<file path="config.mk">
export PLATFORM = sky130hd
export DESIGN_NAME = sbsc_top
export DESIGN_NICKNAME = d
export VERILOG_FILES = /design/src/logic/sbsc_pkg.sv /design/src/logic/sbsc_link_if.sv /design/src/logic/sbsc_burst_ctr.sv /design/src/logic/sbsc_top.sv /design/src/logic/sbsc_write_dec.sv
export SDC_FILE = /design/constraint.sdc
export NUM_CORES = 1
export LEC_CHECK = 0
export BUFFER_PORTS_ARGS = -buffer_cell sky130_fd_sc_hd__buf_2
export CORE_AREA = 2 2 115 128
export CTS_BUF_LIST = sky130_fd_sc_hd__clkbuf_2 sky130_fd_sc_hd__clkbuf_4 sky130_fd_sc_hd__clkbuf_8
export CTS_CLUSTER_DIAMETER = 30
export DETAILED_ROUTE_END_ITERATION = 8
export DIE_AREA = 0 0 117 130
export PLACE_DENSITY = 0.72
export SLEW_MARGIN = 30
export SYNTH_ARGS = -nofsm -noshare
export SYNTH_HDL_FRONTEND = slang
export SYNTH_SLANG_ARGS = --single-unit
export TNS_END_PERCENT = 50
</file>
<file path="constraint.sdc">
create_clock -name pclk -period 2.7 [get_ports pclk]
set_clock_uncertainty 0.2 [all_clocks]
set_input_delay 0.135 -clock pclk [delete_from_list [all_inputs] [get_ports pclk]]
set_output_delay 0.135 -clock pclk [all_outputs]
set_load 0.02 [all_outputs]
</file>
<file path="src/logic/sbsc_pkg.sv">
/*
 * constants and types shared by the burst sram control block
 * assumes a single clock domain (pclk) and an apb master on the register side
 */
//
// Overview of operation
// - interleaved: start low bits xor beat count
// - order select low means linear upward count
// - read when no lane writes; all lanes drive
// - byte gate low writes only enabled lanes
// - global write low writes every lane
// - data pins float during every write
// - upper two lanes only in wide build
// - output enable high kills drivers at once
// - chip disabled with ctrl strobe: deselect
// - proc strobe with chip enabled: read load
// - ctrl strobe loads address, write decode
// - no strobe, advance low: next address
// - no strobe, advance high: hold address
// - dummy read steps counter like read
// - flow select low bypasses output register
`default_nettype none

package sbsc_pkg;

    // ************************************************************
    // register map
    // ************************************************************
    localparam logic [7:0]  SBSC_CTRL_OFS   = 8'h00;
    localparam logic [7:0]  SBSC_STATUS_OFS = 8'h04;
    localparam logic [7:0]  SBSC_COUNT_OFS  = 8'h08;
    localparam int          SBSC_CTRL_EN_BIT = 0;
    localparam logic [31:0] SBSC_CTRL_RST   = 32'h0000_0001;
    localparam logic [31:0] SBSC_COUNT_RST  = 32'h0000_0000;

    // ************************************************************
    // geometry defaults
    // ************************************************************
    localparam int SBSC_ADDR_W = 20;
    localparam int SBSC_LANES  = 2;
    localparam int SBSC_LANE_W = 9;

    // ************************************************************
    // last cycle kind, gray along desel, read, write
    // ************************************************************
    typedef enum logic [1:0] {
        SBSC_DESEL = 2'b00,
        SBSC_READ  = 2'b01,
        SBSC_WRITE = 2'b11
    } sbsc_op_t;

endpackage

`default_nettype wire

</file>
<file path="src/logic/sbsc_link_if.sv">
/*
 * carrier between the control top, burst counter and write decoder
 * assumes all three sit on pclk
 */
`timescale 1ns/100ps
`default_nettype none

interface sbsc_link_if #(
    parameter int AW    = 20,
    parameter int LANES = 2
);
    logic             load;
    logic             step;
    logic             linear_n;
    logic [AW-1:0]    ext_addr;
    logic [AW-1:0]    cur_addr;
    logic             global_write_n;
    logic             byte_write_gate_n;
    logic [LANES-1:0] lane_write_n;
    logic             is_write;
    logic [LANES-1:0] lanes_wr;

    modport top (output load, step, linear_n, ext_addr, global_write_n,
                 byte_write_gate_n, lane_write_n, input cur_addr, is_write, lanes_wr);
    modport ctr (input load, step, linear_n, ext_addr, output cur_addr);
    modport dec (input global_write_n, byte_write_gate_n, lane_write_n,
                 output is_write, lanes_wr);
endinterface

`default_nettype wire

</file>
<file path="src/logic/sbsc_burst_ctr.sv">
/*
 * two-bit burst address counter with load, step and hold
 * assumes load and step never rise together (top priority-decodes them)
 */
`timescale 1ns/100ps
`default_nettype none

module sbsc_burst_ctr
    import sbsc_pkg::*;
#(
    parameter int AW = SBSC_ADDR_W
)(
    // clock and reset
    input  wire logic pclk,
    input  wire logic presetn,
    // link
    sbsc_link_if.ctr  lnk
);

    logic [AW-1:0] addr_q,  addr_d;
    logic [1:0]    start_q, start_d;
    logic [1:0]    cnt_q,   cnt_d;

    always_comb
    begin
        addr_d  = addr_q;
        start_d = start_q;
        cnt_d   = cnt_q;
        if (lnk.load)
        begin
            addr_d  = lnk.ext_addr;
            start_d = lnk.ext_addr[1:0];
            cnt_d   = 2'h0;
        end
        else if (lnk.step)
        begin
            // wraps mod four, so the fifth beat is the start again
            cnt_d = 2'(cnt_q + 2'h1);
            if (!lnk.linear_n)
                addr_d[1:0] = 2'(start_q + cnt_d);
            else
                addr_d[1:0] = start_q ^ cnt_d;
            // upper bits untouched
        end
    end

    always_ff @(posedge pclk or negedge presetn)
    begin
        if (!presetn)
        begin
            addr_q  <= '0;
            start_q <= 2'h0;
            cnt_q   <= 2'h0;
        end
        else
        begin
            addr_q  <= addr_d;
            start_q <= start_d;
            cnt_q   <= cnt_d;
        end
    end

    assign lnk.cur_addr = addr_q;

endmodule

`default_nettype wire

</file>
<file path="src/logic/sbsc_top.sv">
/*
 * synchronous burst sram control: command decode, burst addressing,
 * byte-write strobes, read output staging and an apb status port
 * assumes the array reads combinationally from mem_addr while mem_rd is high,
 * and that the controller idles the bus before turning reads into writes
 */
`timescale 1ns/100ps
`default_nettype none

module sbsc_top
    import sbsc_pkg::*;
#(
    parameter int AW     = SBSC_ADDR_W,
    parameter int LANES  = SBSC_LANES, // 4 only in the wide build
    parameter int LANE_W = SBSC_LANE_W
)(
    // clock and reset
    input  wire logic                    pclk,
    input  wire logic                    presetn,
    // apb slave
    input  wire logic                    psel,
    input  wire logic                    penable,
    input  wire logic                    pwrite,
    input  wire logic [7:0]              paddr,
    input  wire logic [31:0]             pwdata,
    output logic [31:0]                  prdata,
    output logic                         pready,
    output logic                         pslverr,
    // sram command pins
    input  wire logic                    chip_enable_n,
    input  wire logic                    proc_addr_strobe_n,
    input  wire logic                    ctrl_addr_strobe_n,
    input  wire logic                    burst_advance_n,
    input  wire logic                    global_write_n,
    input  wire logic                    byte_write_gate_n,
    input  wire logic [LANES-1:0]        lane_write_n,
    input  wire logic                    out_enable_n,
    input  wire logic                    linear_order_sel_n,
    input  wire logic                    flow_through_sel_n,
    input  wire logic [AW-1:0]           addr,
    // data pins
    input  wire logic [LANES*LANE_W-1:0] dq_in,
    output logic [LANES*LANE_W-1:0]      dq_out,
    output logic [LANES-1:0]             dq_oe_n,
    // array side
    output logic [AW-1:0]                mem_addr,
    output logic                         mem_rd,
    output logic [LANES-1:0]             mem_wr_lanes,
    output logic [LANES*LANE_W-1:0]      mem_wdata,
    input  wire logic [LANES*LANE_W-1:0] mem_rdata
);

    localparam int DW = LANES * LANE_W;

    sbsc_link_if #(.AW(AW), .LANES(LANES)) lnk ();

    sbsc_burst_ctr #(.AW(AW)) u_ctr (
        .pclk    (pclk),
        .presetn (presetn),
        .lnk     (lnk)
    );

    sbsc_write_dec #(.LANES(LANES)) u_dec (
        .lnk (lnk)
    );

    // ************************************************************
    // command decode
    // ************************************************************
    logic     enable_q, enable_d;
    logic     cmd_load, cmd_step, cmd_access, cmd_write;

    always_comb
    begin
        cmd_load   = 1'b0;
        cmd_step   = 1'b0;
        cmd_access = 1'b0;
        cmd_write  = 1'b0;
        if (!enable_q)
        begin
            cmd_access = 1'b0;
        end
        else if (!chip_enable_n && !proc_addr_strobe_n)
        begin
            cmd_load   = 1'b1; // read, other strobes ignored
            cmd_access = 1'b1;
        end
        else if (!chip_enable_n && !ctrl_addr_strobe_n)
        begin
            cmd_load   = 1'b1;
            cmd_access = 1'b1;
            cmd_write  = lnk.is_write;
        end
        else if (!ctrl_addr_strobe_n)
        begin
            cmd_access = 1'b0; // deselect, no address used
        end
        else
        begin
            // dummy reads step too: out_enable_n is not looked at
            cmd_step   = !burst_advance_n;
            cmd_access = 1'b1; // hold when advance high
            cmd_write  = lnk.is_write;
        end
    end

    assign lnk.load              = cmd_load;
    assign lnk.step              = cmd_step;
    assign lnk.linear_n          = linear_order_sel_n;
    assign lnk.ext_addr          = addr;
    assign lnk.global_write_n    = global_write_n;
    assign lnk.byte_write_gate_n = byte_write_gate_n;
    assign lnk.lane_write_n      = lane_write_n;

    // ************************************************************
    // array strobes, registered one cycle after the command edge
    // ************************************************************
    logic             rd_q,    rd_d;
    logic [LANES-1:0] wr_q,    wr_d;
    logic [DW-1:0]    wdata_q, wdata_d;
    sbsc_op_t         op_q,    op_d;

    always_comb
    begin
        rd_d    = cmd_access && !cmd_write;
        wr_d    = cmd_write ? lnk.lanes_wr : '0;
        wdata_d = cmd_write ? dq_in : wdata_q;
        case ({cmd_access, cmd_write})
            2'b10:   op_d = SBSC_READ;
            2'b11:   op_d = SBSC_WRITE;
            default: op_d = SBSC_DESEL;
        endcase
    end

    always_ff @(posedge pclk or negedge presetn)
    begin
        if (!presetn)
        begin
            rd_q    <= 1'b0;
            wr_q    <= '0;
            wdata_q <= '0;
            op_q    <= SBSC_DESEL;
        end
        else
        begin
            rd_q    <= rd_d;
            wr_q    <= wr_d;
            wdata_q <= wdata_d;
            op_q    <= op_d;
        end
    end

    assign mem_addr     = lnk.cur_addr;
    assign mem_rd       = rd_q;
    assign mem_wr_lanes = wr_q;
    assign mem_wdata    = wdata_q;

    // ************************************************************
    // access counter
    // ************************************************************
    // wraps at the top; software must read it often enough
    logic [31:0] count_q, count_d;

    always_comb
    begin
        count_d = count_q;
        if (cmd_access)
            count_d = 32'(count_q + 32'h1);
    end

    always_ff @(posedge pclk or negedge presetn)
    begin
        if (!presetn)
            count_q <= SBSC_COUNT_RST;
        else
            count_q <= count_d;
    end

    // ************************************************************
    // read output staging
    // ************************************************************
    // stage one is the output register that the flow-through path skips, stage two drives the pins
    logic          s1_vld_q, s1_vld_d;
    logic [DW-1:0] s1_dat_q, s1_dat_d;
    logic          s2_vld_q, s2_vld_d;
    logic          drive_q,  drive_d;
    logic [DW-1:0] out_q,    out_d;
    logic          wr_now;

    always_comb
    begin
        wr_now   = |wr_d;
        s1_vld_d = rd_q;
        s1_dat_d = rd_q ? mem_rdata : s1_dat_q;
        s2_vld_d = s1_vld_q && !wr_now;
        if (!flow_through_sel_n)
        begin
            drive_d = rd_q && !wr_now;
            out_d   = rd_q ? mem_rdata : out_q;
        end
        else
        begin
            drive_d = s1_vld_q && !wr_now;
            out_d   = s1_vld_q ? s1_dat_q : out_q;
        end
        // a write cycle never leaves a driver on
        if (|wr_q)
            drive_d = 1'b0;
    end

    always_ff @(posedge pclk or negedge presetn)
    begin
        if (!presetn)
        begin
            s1_vld_q <= 1'b0;
            s1_dat_q <= '0;
            s2_vld_q <= 1'b0;
            drive_q  <= 1'b0;
            out_q    <= '0;
        end
        else
        begin
            s1_vld_q <= s1_vld_d;
            s1_dat_q <= s1_dat_d;
            s2_vld_q <= s2_vld_d;
            drive_q  <= drive_d;
            out_q    <= out_d;
        end
    end

    assign dq_out = out_q;
    // enable must bypass the clock, so this is the one gated output
    assign dq_oe_n = {LANES{!drive_q || out_enable_n}}; // all lanes together

    // ************************************************************
    // apb slave
    // ************************************************************
    logic        pready_q,  pready_d;
    logic        pslverr_q, pslverr_d;
    logic [31:0] prdata_q,  prdata_d;
    logic        setup;
    logic        hit;
    logic [31:0] rval;

    always_comb
    begin
        setup = psel && !penable && !pready_q;
        hit   = 1'b1;
        rval  = 32'h0;
        case (paddr)
            SBSC_CTRL_OFS:   rval = {31'h0, enable_q};
            SBSC_STATUS_OFS: rval = {24'h0, s2_vld_q, drive_q, op_q, 2'h0,
                                     lnk.cur_addr[1:0]};
            SBSC_COUNT_OFS:  rval = count_q;
            default:         hit  = 1'b0;
        endcase
        pready_d  = setup;
        pslverr_d = setup && !hit;
        prdata_d  = (setup && !pwrite) ? rval : 32'h0;
    end

    always_ff @(posedge pclk or negedge presetn)
    begin
        if (!presetn)
        begin
            pready_q  <= 1'b0;
            pslverr_q <= 1'b0;
            prdata_q  <= 32'h0;
        end
        else
        begin
            pready_q  <= pready_d;
            pslverr_q <= pslverr_d;
            prdata_q  <= prdata_d;
        end
    end

    // ************************************************************
    // control register
    // ************************************************************
    // a write lands at the access edge only, never at setup
    always_comb
    begin
        enable_d = enable_q;
        if (psel && penable && pready_q && pwrite && paddr == SBSC_CTRL_OFS)
            enable_d = pwdata[SBSC_CTRL_EN_BIT];
    end

    always_ff @(posedge pclk or negedge presetn)
    begin
        if (!presetn)
            enable_q <= SBSC_CTRL_RST[SBSC_CTRL_EN_BIT];
        else
            enable_q <= enable_d;
    end

    assign pready  = pready_q;
    assign pslverr = pslverr_q;
    assign prdata  = prdata_q;

endmodule

`default_nettype wire

</file>
<file path="src/logic/sbsc_write_dec.sv">
/*
 * byte-write decode: global write, byte gate and lane enables
 * assumes synchronous inputs; purely combinational
 */
`timescale 1ns/100ps
`default_nettype none

module sbsc_write_dec
    import sbsc_pkg::*;
#(
    parameter int LANES = SBSC_LANES
)(
    sbsc_link_if.dec lnk
);

    logic [LANES-1:0] lanes;

    // ************************************************************
    // per-lane strobes
    // ************************************************************
    genvar g;
    generate
        for (g = 0; g < LANES; g++)
        begin : g_lane
            // global write overrides gate and lanes
            assign lanes[g] = !lnk.global_write_n
                           || (!lnk.byte_write_gate_n && !lnk.lane_write_n[g]);
        end
    endgenerate

    assign lnk.lanes_wr = lanes;
    assign lnk.is_write = |lanes;

endmodule

`default_nettype wire

</file>
==> metrics.txt, run 1 <==
Synthesized Nets=583; post-route ant nets=0; DRC Markers=0; Clk pwr share=a little over two fifths; Adder-Cell Fraction of Synth Area=less than 1%; maxcap violations=0; Core Rows=46; Yosys warning total=0; Routed WL per cell=roughly 15 um; dominant cell type by area after synthesis=dfrtp_1; DRT Pass-1 Iters=4; vias in the first global route=4495; core area=between 0.01 and 0.015 mm2; largest family of logic cells by synthesized area=multiplexers; largest cells by area after synthesis=dfrtp_1, mux2_2, xnor2_1, mux2i_1, and2_1; post-synthesis mux area share=between 10% and 20%; XOR/XNOR Fraction of Synth Area=under 10%; slew margin rel.=between 60 and 70%; Net Sw Frac=between 20% and 30%; PD cells=between 500 and 600 mW/mm2; I/O pin total=between 200 and 250; Post-synth ARST share=100%; critical path required time=just under 3 ns; Skew-Pair Late Insertion Delay=roughly 0.44 ns; top-area cell type share of the netlist area=approximately 62%; internal power=roughly 3.7 mW; met2 routed WL=around 7400 um; die area=about 0.015 mm2; minimum clock period=around 2.2 ns; HP Class=in -> async; Post-Synth Simple-Gate Area=12.5%; H-tree Lvls=4; share of cells above drive strength 1=~38%; final instance area=0.00856 mm2; Setup CP Type=reg -> reg; Post-Synthesis Cell Area=a little over 0.006 mm2; GPL Wtd Cong=~0.79; met1 wire length=between 5000 and 6000 um; Netlist cell types=just over 40; root buf cell=clkbuf_8; crit-path max FO=6; # diodes=0; Seq cells post-synth=approximately 150; initial antenna violation count=0; mean post-synth cell area=13.1 um2; chip width=about 120 um; NetSw=1.03 mW; die height=130 um; uppermost layer routed=met4; CTS Sinks=about 150; Worst IR Drop VDD=approximately 0.35 mV; fin. max-slew vios=0; setup TNS=0 ns; DP Area=between 0.007 and 0.008 mm2; Flop pwr share=between 50% and 60%; fin nets=between 800 and 900; gr ovfl total=0; global-route wire length before repair=22100 um; Iteration-0 DRC Markers=176; utilization after layout=approximately three fifths; pin count of the biggest net entering global routing=between 70 and 80; combinational fraction of design power=just under 8%; Seq/Total Area, Yosys=62.3%; final worst slack=approximately 0.54 ns; top_reg_cell synth=dfrtp_1; Final HPWL DP=8660 um; startpoint types=register; IO buf count=approximately 180; number of vias per cell=4.85; routed length on met3=between 700 and 800 um; Leakage=between 4 and 5 nW; CTS tree=yes; fin crit share=80.2%; cts bufs inserted=17; status=finished clean; post-CTS setup buffers=0; initial core utilization=43.6%; RSZ-0062 raised after global routing=false; post-synthesis compound-gate area fraction=between 3 and 4%; fmax=~0.46 GHz; Worst Max-Slew Pin Slew=around 0.54 ns; DR vias=about 4600; final setup vio count=0; endpoints failing hold=0; worst slack, placed=approximately 0.73 ns; Syn Inst Count=469; Post-synth EDFFs=0; element type at the critical path end=register; clock buffer depth=2; final wirelength=about 14000 um; Crit path arrival time=approximately 2.4 ns; total power after layout=4.69 mW; Area Overhead vs Synth=39.3%; CTS clock-pin slew for the worst setup and hold paths=0.08 ns; total track usage=between 10% and 20%
per-layer routing:
| layer | up-vias | track usage (%) |
|---|---|---|
| li1 | 2154 | - |
| met1 | 2241 | 22.0 |
| met2 | 135 | 32.7 |
| met3 | 25 | 5.99 |
| met4 | 0 | 7.96 |
| met5 | - | 0 |
what timing repair did:
item,in CTS,in global routing
endpoints found under the hold margin,245,0
hold buffers,80,0
gates resized for setup,0,0
power groups by stage:
stage                     Combinational [mW]  Sequential (mW)  Clock, mW
final                                  0.362             2.36       1.97
after global routing                   0.397             2.36       2.11
after CTS                              0.362             2.35       2.02
after detailed placement               0.274             2.40          0
after global placement                 0.266             2.40          0
after floorplan                       0.0779             2.43          0
worst max-delay path: stages (launching register included):
cell and delay (ns):
dfrtp_1 0.42, nor2_1 0.15, nand2_1 0.16, a2111o_1 0.48, nor2_1 0.14, dlygate4sd3_1 0.55
cell usage in the layout, fill, tap and decap left out, types with 2 or more instances in the layout:
cell and count:
o21ai_0 24, buf_2 174, and3_1 8, clkbuf_8 22, xor2_1 4, inv_1 10
bufinv_16 4, xnor2_1 29, mux2_1 2, inv_6 2, ha_1 2, a21oi_1 3
mux2_2 55, clkinv_2 3, nand2b_1 2, buf_12 2, nand2_1 30, nor4_4 2
a22oi_1 5, nand3_1 12, dfrtp_1 152, buf_4 9, and2_1 28, and4_1 2
nor2b_1 3, nor2_1 18, mux2i_1 21, nand4_1 18, dlygate4sd3_1 79, nor3_1 2
nor4_1 3
sequential cells by signal, indices dropped and copies added, names as in the netlist, 2 cells and up:
signal	flops
count_q	32
dq_out	18
mem_wdata	18
mem_wr_lanes	2
op_q	2
prdata	32
s1_dat_q	18
u_ctr.cnt_q	2
u_ctr.lnk.cur_addr	20
u_ctr.start_q	2
logic make-up after synthesis:
logic type                 count (synthesis)
AOI/OAI and AO/OA                         37
and+or+nand+nor                          135
buffers and inverters                     29
muxes                                     79
adders and majority gates                  2
DFF                                      153
xor gates and xnor gates                  34
per-stage QoR:
step	cells	hold WS, ns
2_1_floorplan	469	-0.361
3_3_place_gp	827	-0.125
3_5_place_dp	827	-0.124
4_1_cts	939	0.0104
5_1_grt	939	0.0190
6_report	939	0.0363
final timing paths:
path	slack (ns)	startpoint	endpoint	cells past startpoint
hold reg to reg	0.28	count_q[31]	count_q[31]	1
setup reg to reg	0.54	pready	prdata[0]	5
max in group asynchronous	1.82	presetn	enable_q	3
setup / recovery	0.54	pready	prdata[0]	5
hold / removal	0.04	presetn	prdata[30]	3
min in group pclk	0.04	byte_write_gate_n	op_q[1]	4
final cells by class:
cell class	count	area [um2]
fillers	1120	5540
well taps	192	240
repair buffers	265	1780
clock buffers	22	303
flip-flops and latches	153	3830
clock inverters	10	160
multi-input cells	287	2210
inverters	10	37.5
Yosys cell counts (all sizes together), types with 10 or more instances:
cell type  instances
mux2i             22
clkbuf            10
o21ai             24
nand2             30
xnor2             29
mux2              57
nand4             20
inv               10
and2              28
dfrtp            152
nand3             12
nor2              18
Power figures use the tool's default switching activity.
==> run 2: changes to the inputs <==
- clock period: 2.7 -> 2 ns (I/O delays scaled with it)
==> metrics.txt, run 2 (same netlist as run 1, synthesis figures left out) <==
status=finished clean; DRC Markers=0; crit-path max FO=3; total track usage=between 10% and 20%; initial antenna violation count=0; cts bufs inserted=17; combinational fraction of design power=under 10%; RSZ-0062 raised after global routing=false; Worst path slowest cell=dlygate4sd3_1; maxcap violations=0; Critical Path Stages=6; internal power=between 4 and 5 mW; final setup vio count=0; fin nets=849; die height=~130 um; Core Rows=46; H-tree Lvls=4; Clk pwr share=a little under two fifths; Routed WL per cell=roughly 15 um; cell repeated most along the worst path=dlygate4sd3_1; global-route wire length before repair=~22000 um; core area=about 0.014 mm2; family with the most delay on the worst path=buffers and inverters; fmax=~0.51 GHz; # diodes=0; setup TNS=0 ns; reg2reg start=enable_q; commonest non-fill, non-tap cell in the layout=buf_2; share of cells above drive strength 1=37.9%; chip width=about 120 um; DR vias=around 4500; startpoint types=input port; Setup CP Type=in -> reg; IO buf count=roughly 180; Leakage=around 4.5 nW; number of vias per cell=~4.8; utilization after layout=roughly 60%; PD cells=698 mW/mm2; Flop pwr share=approximately 53%; Crit path arrival time=2.10 ns; critical path required time=2.12 ns; root buf cell=clkbuf_8; final wirelength=roughly 14000 um; cell breakdown of the critical path=dlygate4sd3_1, buf_2, o21ai_1, dlygate4sd3_1, and3_1, dlygate4sd3_1; Reg2Reg Depth=4; post-route ant nets=0; Net Sw Frac=22.7%; Worst IR Drop VDD=approximately 0.43 mV; Worst path max stage delay=0.56 ns; minimum clock period=approximately 2 ns; Buf+Inv Stages, Crit Path=4; Worst setup startpoint=byte_write_gate_n; element type at the critical path end=register; GPL Wtd Cong=0.804; Area Overhead vs Synth=38.9%; fin crit share=between 90% and 100%; total power after layout=5.96 mW; endpoints failing hold=0; Skew-Pair Late Insertion Delay=0.44 ns; CTS clock-pin slew for the worst setup and hold paths=0.08 ns; Worst Max-Slew Pin Slew=~0.51 ns; slew margin rel.=between 60% and 70%; Final HPWL DP=about 8700 um; gr ovfl total=0; HP Class=in -> async; clock buffer depth=2; die area=between 0.015 and 0.02 mm2; pin count of the biggest net entering global routing=72; CTS tree=yes; initial core utilization=43.6%; NetSw=1.35 mW; I/O pin total=approximately 210; commonest non-fill, non-tap cells in the layout=buf_2, dfrtp_1, dlygate4sd3_1; fin. max-slew vios=0; CTS Sinks=153; vias in the first global route=approximately 4700; DRT Pass-1 Iters=4; Iteration-0 DRC Markers=between 150 and 200
[run 2: path summary, 6_finish.rpt]
path / end / slack (ns)
max in group asynchronous: prdata[17] / 1.11
min in group pclk: mem_rd / 0.09
worst max-delay path: mem_wr_lanes[1] / 0.02
worst min-delay path: count_q[7] / 0.05
worst min register to register: count_q[31] / 0.27
worst max register to register: u_ctr.cnt_q[0] / 0.08
[run 2: per-layer routing]
| metal | vias up | global-route usage [%] | share of wire [%] |
|---|---|---|---|
| li1 | 2146 | - | - |
| met1 | 2214 | 22.0 | 40 |
| met2 | 143 | 32.9 | 53 |
| met3 | 26 | 5.62 | 5.3 |
| met4 | 0 | 7.40 | 2.0 |
| met5 | - | 0 | 0 |
[run 2: worst min-delay path: cells and delay by family]
family                 cells  cell delay, ns
buffers and inverters      3            0.96
[run 2: layout make-up]
| cell class | count | area (um2) |
|---|---|---|
| clock buffers | 25 | 332 |
| clock inverters | 6 | 61.3 |
| fillers | 1104 | 5560 |
| inverters | 10 | 37.5 |
| multi-input cells | 287 | 2210 |
| flip-flops and latches | 153 | 3830 |
| well taps | 192 | 240 |
| repair buffers | 266 | 1820 |
[run 2: timing repair]
action / in CTS / in global routing
hold buffers: 81 / 0
setup buffers: 0 / 0
endpoints found under the setup margin: 1 / 4
hold endpoints to repair: 247 / 0
gates resized for setup: 1 / 5
[run 2: through the flow]
stage / cell area, um2 / cells / hold WS, ns / setup slack [ns]
global placement: 7340 / 829 / -0.225 / 0.127
finish: 8540 / 939 / 0.0462 / 0.0232
global route: 8540 / 939 / 0.0682 / 0.0140
CTS: 8540 / 941 / 0.0147 / 0.0692
floorplan: 6150 / 469 / -0.396 / 0.0347
detailed placement: 7340 / 829 / -0.223 / 0.0254
[run 2: power by group through the flow]
| stage | Combinational [mW] | Sequential [mW] | Clock, mW |
|---|---|---|---|
| 2_1_floorplan | 0.105 | 3.28 | 0 |
| 3_3_place_gp | 0.361 | 3.24 | 0 |
| 3_5_place_dp | 0.372 | 3.24 | 0 |
| 4_1_cts | 0.490 | 3.18 | 2.34 |
| 5_1_grt | 0.539 | 3.18 | 2.48 |
| 6_report | 0.493 | 3.18 | 2.28 |
